[src/wdt_pkg.sv]
/*
  Shared constants for the watchdog timer unit: control register address,
  field layout, reset value, counter sizing and timebase rates.
  Assumes a single 200 MHz core clock and an 8-bit special function register bus.
*/
// Contract
// - no timeout action at all while the enable bit is clear.
// - software refreshes the enable bit before timeout, else reset or interrupt follows.
// - the 16-bit timeout counter advances on the 32.768 kHz timebase, not the core clock.
// - prescale 0..7 selects 512 << prescale periods; 8 resets at once; above is reserved.
// - on timeout, select bit set gives an interrupt, clear gives a system reset.
// - timeout sets the status flag, which survives the watchdog reset.
// - enable clears when software writes zero, or on a watchdog reset in reset mode.
// - control writes not preceded by the unlock step are ignored.
// - after power-on the control register holds 10H.
package wdt_pkg;

  // register address and power-on value
  localparam logic [7:0] ADDR_CTRL = 8'hC0;
  localparam logic [7:0] CTRL_RST  = 8'h10;

  // field positions inside the control register
  localparam int BIT_UNLOCK = 0;
  localparam int BIT_ENABLE = 1;
  localparam int BIT_FLAG   = 2;
  localparam int BIT_IRQSEL = 3;
  localparam int PRE_LSB    = 4;
  localparam int PRE_W      = 4;

  // prescale codes
  localparam logic [3:0] PRE_MAX_TIMED = 4'h7;
  localparam logic [3:0] PRE_IMMEDIATE = 4'h8;

  // counter sizing: base period is 2^9 timebase ticks
  localparam int          CNT_W      = 16;
  localparam logic [16:0] BASE_TICKS = 17'h0_0200;

  // rates: core clock and low-frequency timebase
  localparam int CLK_FREQ_HZ = 200_000_000;
  localparam int TB_FREQ_HZ  = 32_768;

  // unlock sequencer states
  typedef enum logic [0:0] {
    UNLK_IDLE  = 1'b0,
    UNLK_ARMED = 1'b1
  } wdt_unlock_e;

endpackage : wdt_pkg

[src/wdt_tick_div.sv]
/*
  Fractional divider that turns the core clock into one-cycle timebase
  enable pulses at TICK_HZ on average.
  Assumes TICK_HZ < CLK_HZ < 2^31; clr_i restarts the phase from zero.
*/
`timescale 1ns/1ps
module wdt_tick_div #(
  parameter int CLK_HZ  = wdt_pkg::CLK_FREQ_HZ,
  parameter int TICK_HZ = wdt_pkg::TB_FREQ_HZ
) (
  // clock and reset
  input  wire logic clk_i,
  input  wire logic rst_b_i,
  // control
  input  wire logic clr_i,
  // timebase enable
  output logic      tick_o
);

  localparam logic [31:0] INC = 32'(TICK_HZ);
  localparam logic [31:0] MOD = 32'(CLK_HZ);

  logic [31:0] acc_reg;
  logic [31:0] acc_sum;
  logic        wrap;

  // phase accumulator keeps the long-term rate exact despite 6103.5 cycles per tick
  assign acc_sum = acc_reg + INC;
  assign wrap    = acc_sum >= MOD;

  always_ff @(posedge clk_i or negedge rst_b_i) begin
    if (!rst_b_i) begin
      acc_reg <= 32'h0000_0000;
      tick_o  <= 1'b0;
    end else if (clr_i) begin
      acc_reg <= 32'h0000_0000;
      tick_o  <= 1'b0;
    end else begin
      acc_reg <= wrap ? acc_sum - MOD : acc_sum;
      tick_o  <= wrap;
    end
  end

endmodule : wdt_tick_div

[src/wdt_unit.sv]
/*
  Watchdog timer unit: control register on the core's special function
  register bus, protected write sequence, 16-bit timeout counter on a
  derived 32.768 kHz timebase, reset or interrupt on expiry.
  Assumes bus strobes are one-cycle pulses synchronous to clk_i, and that
  warm_rst_i reflects every system reset (including our own) except power-on.
  Limitation: reserved prescale codes freeze the counter at zero, so an
  enabled watchdog then never fires; software must keep away from them.
  Bit-addressable writes pass through the same unlock guard as byte writes.
*/
`timescale 1ns/1ps
module wdt_unit #(
  parameter int CLK_HZ  = wdt_pkg::CLK_FREQ_HZ,
  parameter int TICK_HZ = wdt_pkg::TB_FREQ_HZ
) (
  // clock and power-on reset
  input  wire logic       clk_i,
  input  wire logic       rst_b_i,
  // system warm reset, keeps the timeout flag
  input  wire logic       warm_rst_i,
  // special function register bus, byte access
  input  wire logic [7:0] sfr_addr_i,
  input  wire logic       sfr_wr_i,
  input  wire logic [7:0] sfr_wdata_i,
  input  wire logic       sfr_rd_i,
  // special function register bus, single-bit access
  input  wire logic       sfr_bit_wr_i,
  input  wire logic [2:0] sfr_bit_sel_i,
  input  wire logic       sfr_bit_val_i,
  // read data
  output logic [7:0]      sfr_rdata_o,
  // watchdog actions and status
  output logic            wd_sys_reset_o,
  output logic            wd_irq_o,
  output logic            wd_enabled_o,
  output logic            wd_timeout_flag_o
);

  // control register fields
  logic [3:0]          wd_prescale_field_reg;
  logic                wd_irq_not_reset_select_reg;
  logic                wd_timeout_flag_reg;
  logic                wd_enable_refresh_reg;
  wdt_pkg::wdt_unlock_e unlock_reg;
  logic [wdt_pkg::CNT_W-1:0] count_reg;

  // decode wires
  logic       hit;
  logic       byte_wr;
  logic       bit_wr;
  logic       any_wr;
  logic       other_wr;
  logic [7:0] ctrl_image;
  logic [7:0] bit_mask;
  logic [7:0] bit_image;
  logic [7:0] wr_image;
  logic       accept;
  logic       arm;

  // timeout wires
  logic        tick;
  logic        timed_mode;
  logic        immediate;
  logic [16:0] span;
  logic [15:0] count_last;
  logic        expire;
  logic        do_reset;
  logic        do_irq;
  logic        cnt_clear;
  logic        refresh;

  // readback image; the unlock bit reads back as armed state
  assign ctrl_image = {wd_prescale_field_reg, wd_irq_not_reset_select_reg,
                       wd_timeout_flag_reg, wd_enable_refresh_reg, unlock_reg == wdt_pkg::UNLK_ARMED};

  // address decode and write image; single-bit writes merge into the current value
  assign hit       = sfr_addr_i == wdt_pkg::ADDR_CTRL;
  assign byte_wr   = sfr_wr_i & hit;
  assign bit_wr    = sfr_bit_wr_i & hit;
  assign any_wr    = byte_wr | bit_wr;
  assign other_wr  = (sfr_wr_i | sfr_bit_wr_i) & ~hit;
  assign bit_mask  = 8'h01 << sfr_bit_sel_i;
  assign bit_image = sfr_bit_val_i ? (ctrl_image | bit_mask) : (ctrl_image & ~bit_mask);
  assign wr_image  = byte_wr ? sfr_wdata_i : bit_image;

  // protected write: an idle write that sets the unlock bit only arms
  assign arm    = any_wr & (unlock_reg == wdt_pkg::UNLK_IDLE) & wr_image[wdt_pkg::BIT_UNLOCK];
  assign accept = any_wr & (unlock_reg == wdt_pkg::UNLK_ARMED);

  // refresh: accepted write with enable set restarts the period
  assign refresh = accept & wr_image[wdt_pkg::BIT_ENABLE];

  // timeout selection: 512 << prescale timebase periods, last count is span-1
  assign timed_mode = wd_prescale_field_reg <= wdt_pkg::PRE_MAX_TIMED;
  assign immediate  = wd_prescale_field_reg == wdt_pkg::PRE_IMMEDIATE;
  assign span       = wdt_pkg::BASE_TICKS << wd_prescale_field_reg[2:0];
  assign count_last = span[15:0] - 16'h0001; // prescale 7 gives span 10000H, so span[15:0] is 0, last = FFFF

  // an accepted write in the same cycle takes precedence over expiry, the
  // trade being that a refresh racing the last tick still rescues the system
  assign expire   = wd_enable_refresh_reg & ~accept & ~warm_rst_i &
                    ((timed_mode & tick & (count_reg == count_last)) | immediate);
  assign do_reset = expire & (immediate | ~wd_irq_not_reset_select_reg);
  assign do_irq   = expire & ~immediate & wd_irq_not_reset_select_reg;

  // counter and timebase restart whenever the watchdog is off, refreshed or expired
  assign cnt_clear = ~wd_enable_refresh_reg | refresh | expire | warm_rst_i;

  // timebase enable pulses, never the core clock directly
  wdt_tick_div #(
    .CLK_HZ  (CLK_HZ),
    .TICK_HZ (TICK_HZ)
  ) u_tick (
    .clk_i   (clk_i),
    .rst_b_i (rst_b_i),
    .clr_i   (cnt_clear),
    .tick_o  (tick)
  );

  // 16-bit timeout counter, advanced only by the timebase enable
  // the divider restarts with the counter, so a refresh always buys a full period
  always_ff @(posedge clk_i or negedge rst_b_i) begin
    if (!rst_b_i) begin
      count_reg <= 16'h0000;
    end else if (cnt_clear) begin
      count_reg <= 16'h0000;
    end else if (tick & timed_mode) begin
      count_reg <= count_reg + 16'h0001;
    end
  end

  // unlock sequencer: any write after arming consumes the unlock, even to another
  // register, so the protected write must be the very next bus write
  // keeping interrupts out of the pair is the core's job; we only see bus writes
  always_ff @(posedge clk_i or negedge rst_b_i) begin
    if (!rst_b_i) begin
      unlock_reg <= wdt_pkg::UNLK_IDLE;
    end else begin
      case (unlock_reg)
        wdt_pkg::UNLK_IDLE: begin
          if (arm & ~warm_rst_i) begin
            unlock_reg <= wdt_pkg::UNLK_ARMED;
          end
        end
        wdt_pkg::UNLK_ARMED: begin
          if (accept | other_wr | warm_rst_i) begin
            unlock_reg <= wdt_pkg::UNLK_IDLE;
          end
        end
        default: begin
          unlock_reg <= wdt_pkg::UNLK_IDLE;
        end
      endcase
    end
  end

  // prescale and select fields: loaded only by an accepted write
  // warm reset returns both fields to their power-on values
  always_ff @(posedge clk_i or negedge rst_b_i) begin
    if (!rst_b_i) begin
      wd_prescale_field_reg       <= wdt_pkg::CTRL_RST[wdt_pkg::PRE_LSB +: wdt_pkg::PRE_W];
      wd_irq_not_reset_select_reg <= wdt_pkg::CTRL_RST[wdt_pkg::BIT_IRQSEL];
    end else if (warm_rst_i) begin
      wd_prescale_field_reg       <= wdt_pkg::CTRL_RST[wdt_pkg::PRE_LSB +: wdt_pkg::PRE_W];
      wd_irq_not_reset_select_reg <= wdt_pkg::CTRL_RST[wdt_pkg::BIT_IRQSEL];
    end else if (accept) begin
      wd_prescale_field_reg       <= wr_image[wdt_pkg::PRE_LSB +: wdt_pkg::PRE_W];
      wd_irq_not_reset_select_reg <= wr_image[wdt_pkg::BIT_IRQSEL];
    end
  end

  // enable bit: software write, warm reset, or own reset-mode expiry clears it
  // the expiry clear lands a cycle before the warm reset it provokes
  always_ff @(posedge clk_i or negedge rst_b_i) begin
    if (!rst_b_i) begin
      wd_enable_refresh_reg <= wdt_pkg::CTRL_RST[wdt_pkg::BIT_ENABLE];
    end else if (warm_rst_i | do_reset) begin
      wd_enable_refresh_reg <= 1'b0;
    end else if (accept) begin
      wd_enable_refresh_reg <= wr_image[wdt_pkg::BIT_ENABLE];
    end
  end

  // timeout flag: only power-on clears it by reset; an accepted write in the same cycle suppresses a new timeout
  // software may still clear it through an accepted write after reading it
  always_ff @(posedge clk_i or negedge rst_b_i) begin
    if (!rst_b_i) begin
      wd_timeout_flag_reg <= wdt_pkg::CTRL_RST[wdt_pkg::BIT_FLAG];
    end else if (expire) begin
      wd_timeout_flag_reg <= 1'b1;
    end else if (accept & ~warm_rst_i) begin
      wd_timeout_flag_reg <= wr_image[wdt_pkg::BIT_FLAG];
    end
  end

  // action outputs: one-cycle pulses from flip-flops
  // registered so the core's reset logic never sees a decode glitch
  always_ff @(posedge clk_i or negedge rst_b_i) begin
    if (!rst_b_i) begin
      wd_sys_reset_o <= 1'b0;
      wd_irq_o       <= 1'b0;
    end else begin
      wd_sys_reset_o <= do_reset;
      wd_irq_o       <= do_irq;
    end
  end

  // read data: registered, zero for any other address or when not reading
  // zero when idle lets the core merge read data from many units with an or
  always_ff @(posedge clk_i or negedge rst_b_i) begin
    if (!rst_b_i) begin
      sfr_rdata_o <= 8'h00;
    end else if (sfr_rd_i & hit) begin
      sfr_rdata_o <= ctrl_image;
    end else begin
      sfr_rdata_o <= 8'h00;
    end
  end

  // status taps come straight from the field registers
  assign wd_enabled_o      = wd_enable_refresh_reg;
  assign wd_timeout_flag_o = wd_timeout_flag_reg;

endmodule : wdt_unit

[config.mk]
export PLATFORM = sky130hd
export DESIGN_NAME = wdt_unit
export DESIGN_NICKNAME = d
export VERILOG_FILES = /design/src/wdt_pkg.sv /design/src/wdt_tick_div.sv /design/src/wdt_unit.sv
export SDC_FILE = /design/constraint.sdc
export NUM_CORES = 1
export LEC_CHECK = 0
export BUFFER_PORTS_ARGS = -buffer_cell sky130_fd_sc_hd__buf_2
export CAP_MARGIN = 40
export CORE_MARGIN = 1.5
export CORE_UTILIZATION = 59
export DETAILED_ROUTE_END_ITERATION = 7
export PLACE_DENSITY = 0.8
export SLEW_MARGIN = 20
export SYNTH_ARGS = -nofsm -noshare
export SYNTH_HDL_FRONTEND = slang
export SYNTH_SLANG_ARGS = --single-unit
[constraint.sdc]
create_clock -name clk_i -period 3.6 [get_ports clk_i]
set_input_delay 0.54 -clock clk_i [delete_from_list [all_inputs] [get_ports clk_i]]
set_output_delay 0.54 -clock clk_i [all_outputs]
set_load 0.05 [all_outputs]
==> results.py <==
metrics = {
    "grt": {
        "met1_usage_pct": 33.0,
        "top_usage_layer": "met2",
        "grt_pass1_wl_um": 13200,
        "grt.met3_usage_pct": 4.22,
        "grt_use_met2_pct": 42.2,
        "grtUsageTotal_pct": 25.7,
        "grt_max_degree": 41,
        "overflow": 0,
        "grt_pass1_vias": 2979,
        "antenna_found_initial": 0,
    },
    "die": {
        "initial_core_util_pct": 61.8,
        "die_x_um": 82.0,
        "row_count": 28,
        "core_area_um2": 5960,
        "dieArea_um2": 6720,
        "die_y_um": 82.0,
        "ioPinCount": 38,
    },
    "final_layout": {
        "fill_cells": 479,
        "n_antenna_cell": 0,
        "areaGrowthSynthToFinish_pct": 11.6,
        "nets": 479,
        "drive_above_1_share_pct": 17.0,
        "largest_reg_flops": 23,
        "final_cells": 528,
        "final_util_pct": 69.0,
    },
    "clock_network": {
        "cts-resized-gates": 0,
        "cts_hold_buf": 0,
        "root_buffer": "clkbuf_8",
        "cts_max_level": 3,
        "cts_setup_buffers": 0,
        "clock_latency_ps": 330,
        "cts_num_sinks": 58,
        "clk_path_buf_depth": 2,
        "cts_buffers": 9,
        "cts_tree": "done",
        "clk_pin_slew_worst_paths_ps": 60,
    },
    "worst_setup_path": {
        "r2r_start": "wd_prescale_field_reg[1]$_DFFE_PN0P_",
        "critPathArrivalTime_ps": 3400,
        "cp-endpoint": "u_tick.acc_reg[29]$_DFF_PN0_",
        "path_buf_inv": 1,
        "r2r_setup_slack_ps": 440,
        "crit_fanout": 40,
        "cpMaxStageDelayCell": "or4_1",
        "end_kind": "flip-flop",
        "path_delay_family": "simple AND/OR/NAND/NOR gates",
        "r2r-end": "u_tick.acc_reg[29]$_DFF_PN0_",
        "critPathLaunchType": "flip-flop",
        "slowest_delay_ps": 560,
        "r2r_cells": 9,
        "critPathLaunch": "wd_prescale_field_reg[1]$_DFFE_PN0P_",
        "crit_cells": 9,
        "path_cells": "or3_1 -> ha_1 -> or4_1 -> and3b_1 -> o2111ai_1 -> o21ai_1 -> a2111o_1 -> buf_12 -> nor3b_1",
        "required_ps": 3840,
        "critical_path_class": "reg2reg",
    },
    "run": {
        "drv_cap": 0,
    },
    "sta": {
        "worst_pin_slew_ps": 573,
        "finalCriticalPeriod_ps": 3160,
        "slew_viol_final": 0,
        "setup_viol": 0,
        "hold_violations": 0,
        "setup_ws_ps": 439,
        "finClkSkew_ps": 6.11,
        "rsz0062_at_grt": "false",
        "fin_crit_sh_pct": 87.8,
        "fmax_ghz": 0.316,
        "tns_ps": 0,
        "slew-limit-headroom_pct": 61.5,
    },
    "detailed_routing": {
        "num_vias": 3163,
        "vias_per_cell": 5.99,
        "route.antenna.remaining_nets": 0,
        "drt_pass1_iterations": 5,
        "drt-initial-drc-count": 190,
        "drc_errors": 0,
        "routedWlPerCell_um": 14.8,
        "routed_wl_um": 7800,
    },
    "pwr": {
        "powerDensity_nw_per_um2": 295,
        "switching_share_pct": 22.7,
        "p_sw_w": 0.000275,
        "power_frac_comb_pct": 4.0,
        "power_leakage_nw": 1.70,
        "p_int_w": 0.000937,
        "clkPwrFrac_pct": 42.1,
        "seq_power_share_pct": 53.9,
        "vdd_drop_max_mv": 0.210,
    },
    "min_path": {
        "min_path_type": "in2async",
    },
    "synthesis": {
        "synth.avg_cell_area_um2": 8.96,
        "synth_top_area_share_pct": 38.7,
        "synth_edf_count": 0,
        "yosys_warnings": 0,
        "yosysMostFrequentCell": "nor2_1",
        "ys_ff_latch": 58,
        "synth_top_area_cell": "dfrtp_1",
        "seq_area_frac_synth_pct": 39.5,
        "ys_types": 63,
        "ys.flop_type": "dfrtp_1",
        "async_reset_ff_share_pct": 100,
        "ys_top_cells_by_area": "dfrtp_1 39%, nor2_1 7.1%, xnor2_1 6.9%",
        "syn_nets": 442,
        "yosys-top-cells-count": "70 x nor2_1, 57 x dfrtp_1, 33 x nand2_1, 29 x xnor2_1, 27 x a21oi_1",
        "syn_area_um2": 3680,
        "syn_inst": 411,
    },
    "placement": {
        "dpl.cell_count": 511,
        "io_buffer_count": 37,
        "place_ws_ps": 464,
        "dp_hpwl_um": 5580,
        "place_congestion": 0.863,
    },
    "run_status": {
        "status": "finished, final reports clean",
    },
}
==> area by class of cell <==
cell class / count / area [um2] / share of cell area [%]
clock inverters: 3 / 15.0 / 0.365
clock buffers: 13 / 149 / 3.62
repair buffers: 43 / 255 / 6.21
multi-input cells: 324 / 2100 / 51.1
well taps: 75 / 93.8 / 2.28
inverters: 12 / 45.0 / 1.10
flip-flops and latches: 58 / 1450 / 35.4
==> worst min path at each step <==
| stage | start | end | cells past startpoint |
|---|---|---|---|
| floorplan | rst_b_i | count_reg[0]$_DFFE_PN0P_ | 0 |
| global placement | wd_irq_not_reset_select_reg$_DFFE_PN0P_ | wd_sys_reset_o$_DFF_PN0_ | 1 |
| detailed placement | wd_irq_not_reset_select_reg$_DFFE_PN0P_ | wd_sys_reset_o$_DFF_PN0_ | 1 |
| CTS | rst_b_i | sfr_rdata_o[4]$_DFF_PN0_ | 1 |
| global route | rst_b_i | sfr_rdata_o[4]$_DFF_PN0_ | 2 |
| finish | rst_b_i | wd_prescale_field_reg[2]$_DFFE_PN0P_ | 2 |
==> per-layer routing <==
metal	vias to the layer above	wire length, um
li1	1521	-
met1	1512	3510
met2	113	3730
met3	17	418
met4	0	147
met5	-	0
==> power groups by stage <==
stage	Sequential [W]	Combinational, W	Clock, W
3_5_place_dp	0.000665	0.0000474	0
5_1_grt	0.000653	0.0000557	0.000548
4_1_cts	0.000653	0.0000473	0.000520
3_3_place_gp	0.000665	0.0000463	0
2_1_floorplan	0.000667	0.0000114	0
6_report	0.000653	0.0000490	0.000510
==> cell usage in the layout (no fill, tap or decap), drive strengths merged, types with 4 or more instances in the layout <==
| cell type | synthesis | final |
|---|---|---|
| or3 | 4 | 4 |
| a21oi | 27 | 27 |
| nor4 | 6 | 6 |
| clkbuf | 7 | 13 |
| nor3 | 5 | 5 |
| mux2i | 5 | 5 |
| nand4 | 4 | 4 |
| o211ai | 5 | 5 |
| xor2 | 19 | 19 |
| nor2 | 72 | 72 |
| xnor2 | 30 | 30 |
| and3 | 19 | 19 |
| dfrtp | 57 | 57 |
| inv | 12 | 12 |
| a211oi | 9 | 9 |
| o21ai | 14 | 14 |
| buf | 10 | 43 |
| nand3 | 16 | 16 |
| ha | 5 | 5 |
| nor3b | 6 | 6 |
| nand2 | 33 | 33 |
==> stage by stage <==
stage                     power, W  hold slack [ps]  cell area, um2
after floorplan           0.000679              244            3680
after global placement    0.000711              523            3930
after detailed placement  0.000712              527            3930
after CTS                  0.00122              295            4090
after global routing       0.00126              160            4110
final                      0.00121              162            4110
==> cell families (layout without fill, tap and decap cells) <==
logic type	count (synthesis)	in the layout	share of synthesized area [%]
buf+inv	29	71	3.54
mux	5	5	1.36
xor+xnor	49	49	11.9
fa+ha+maj	5	5	1.70
simple gates	188	188	27.0
flops	58	58	39.5
compound gates	77	77	15.1
(Power assumes the default switching activity.)
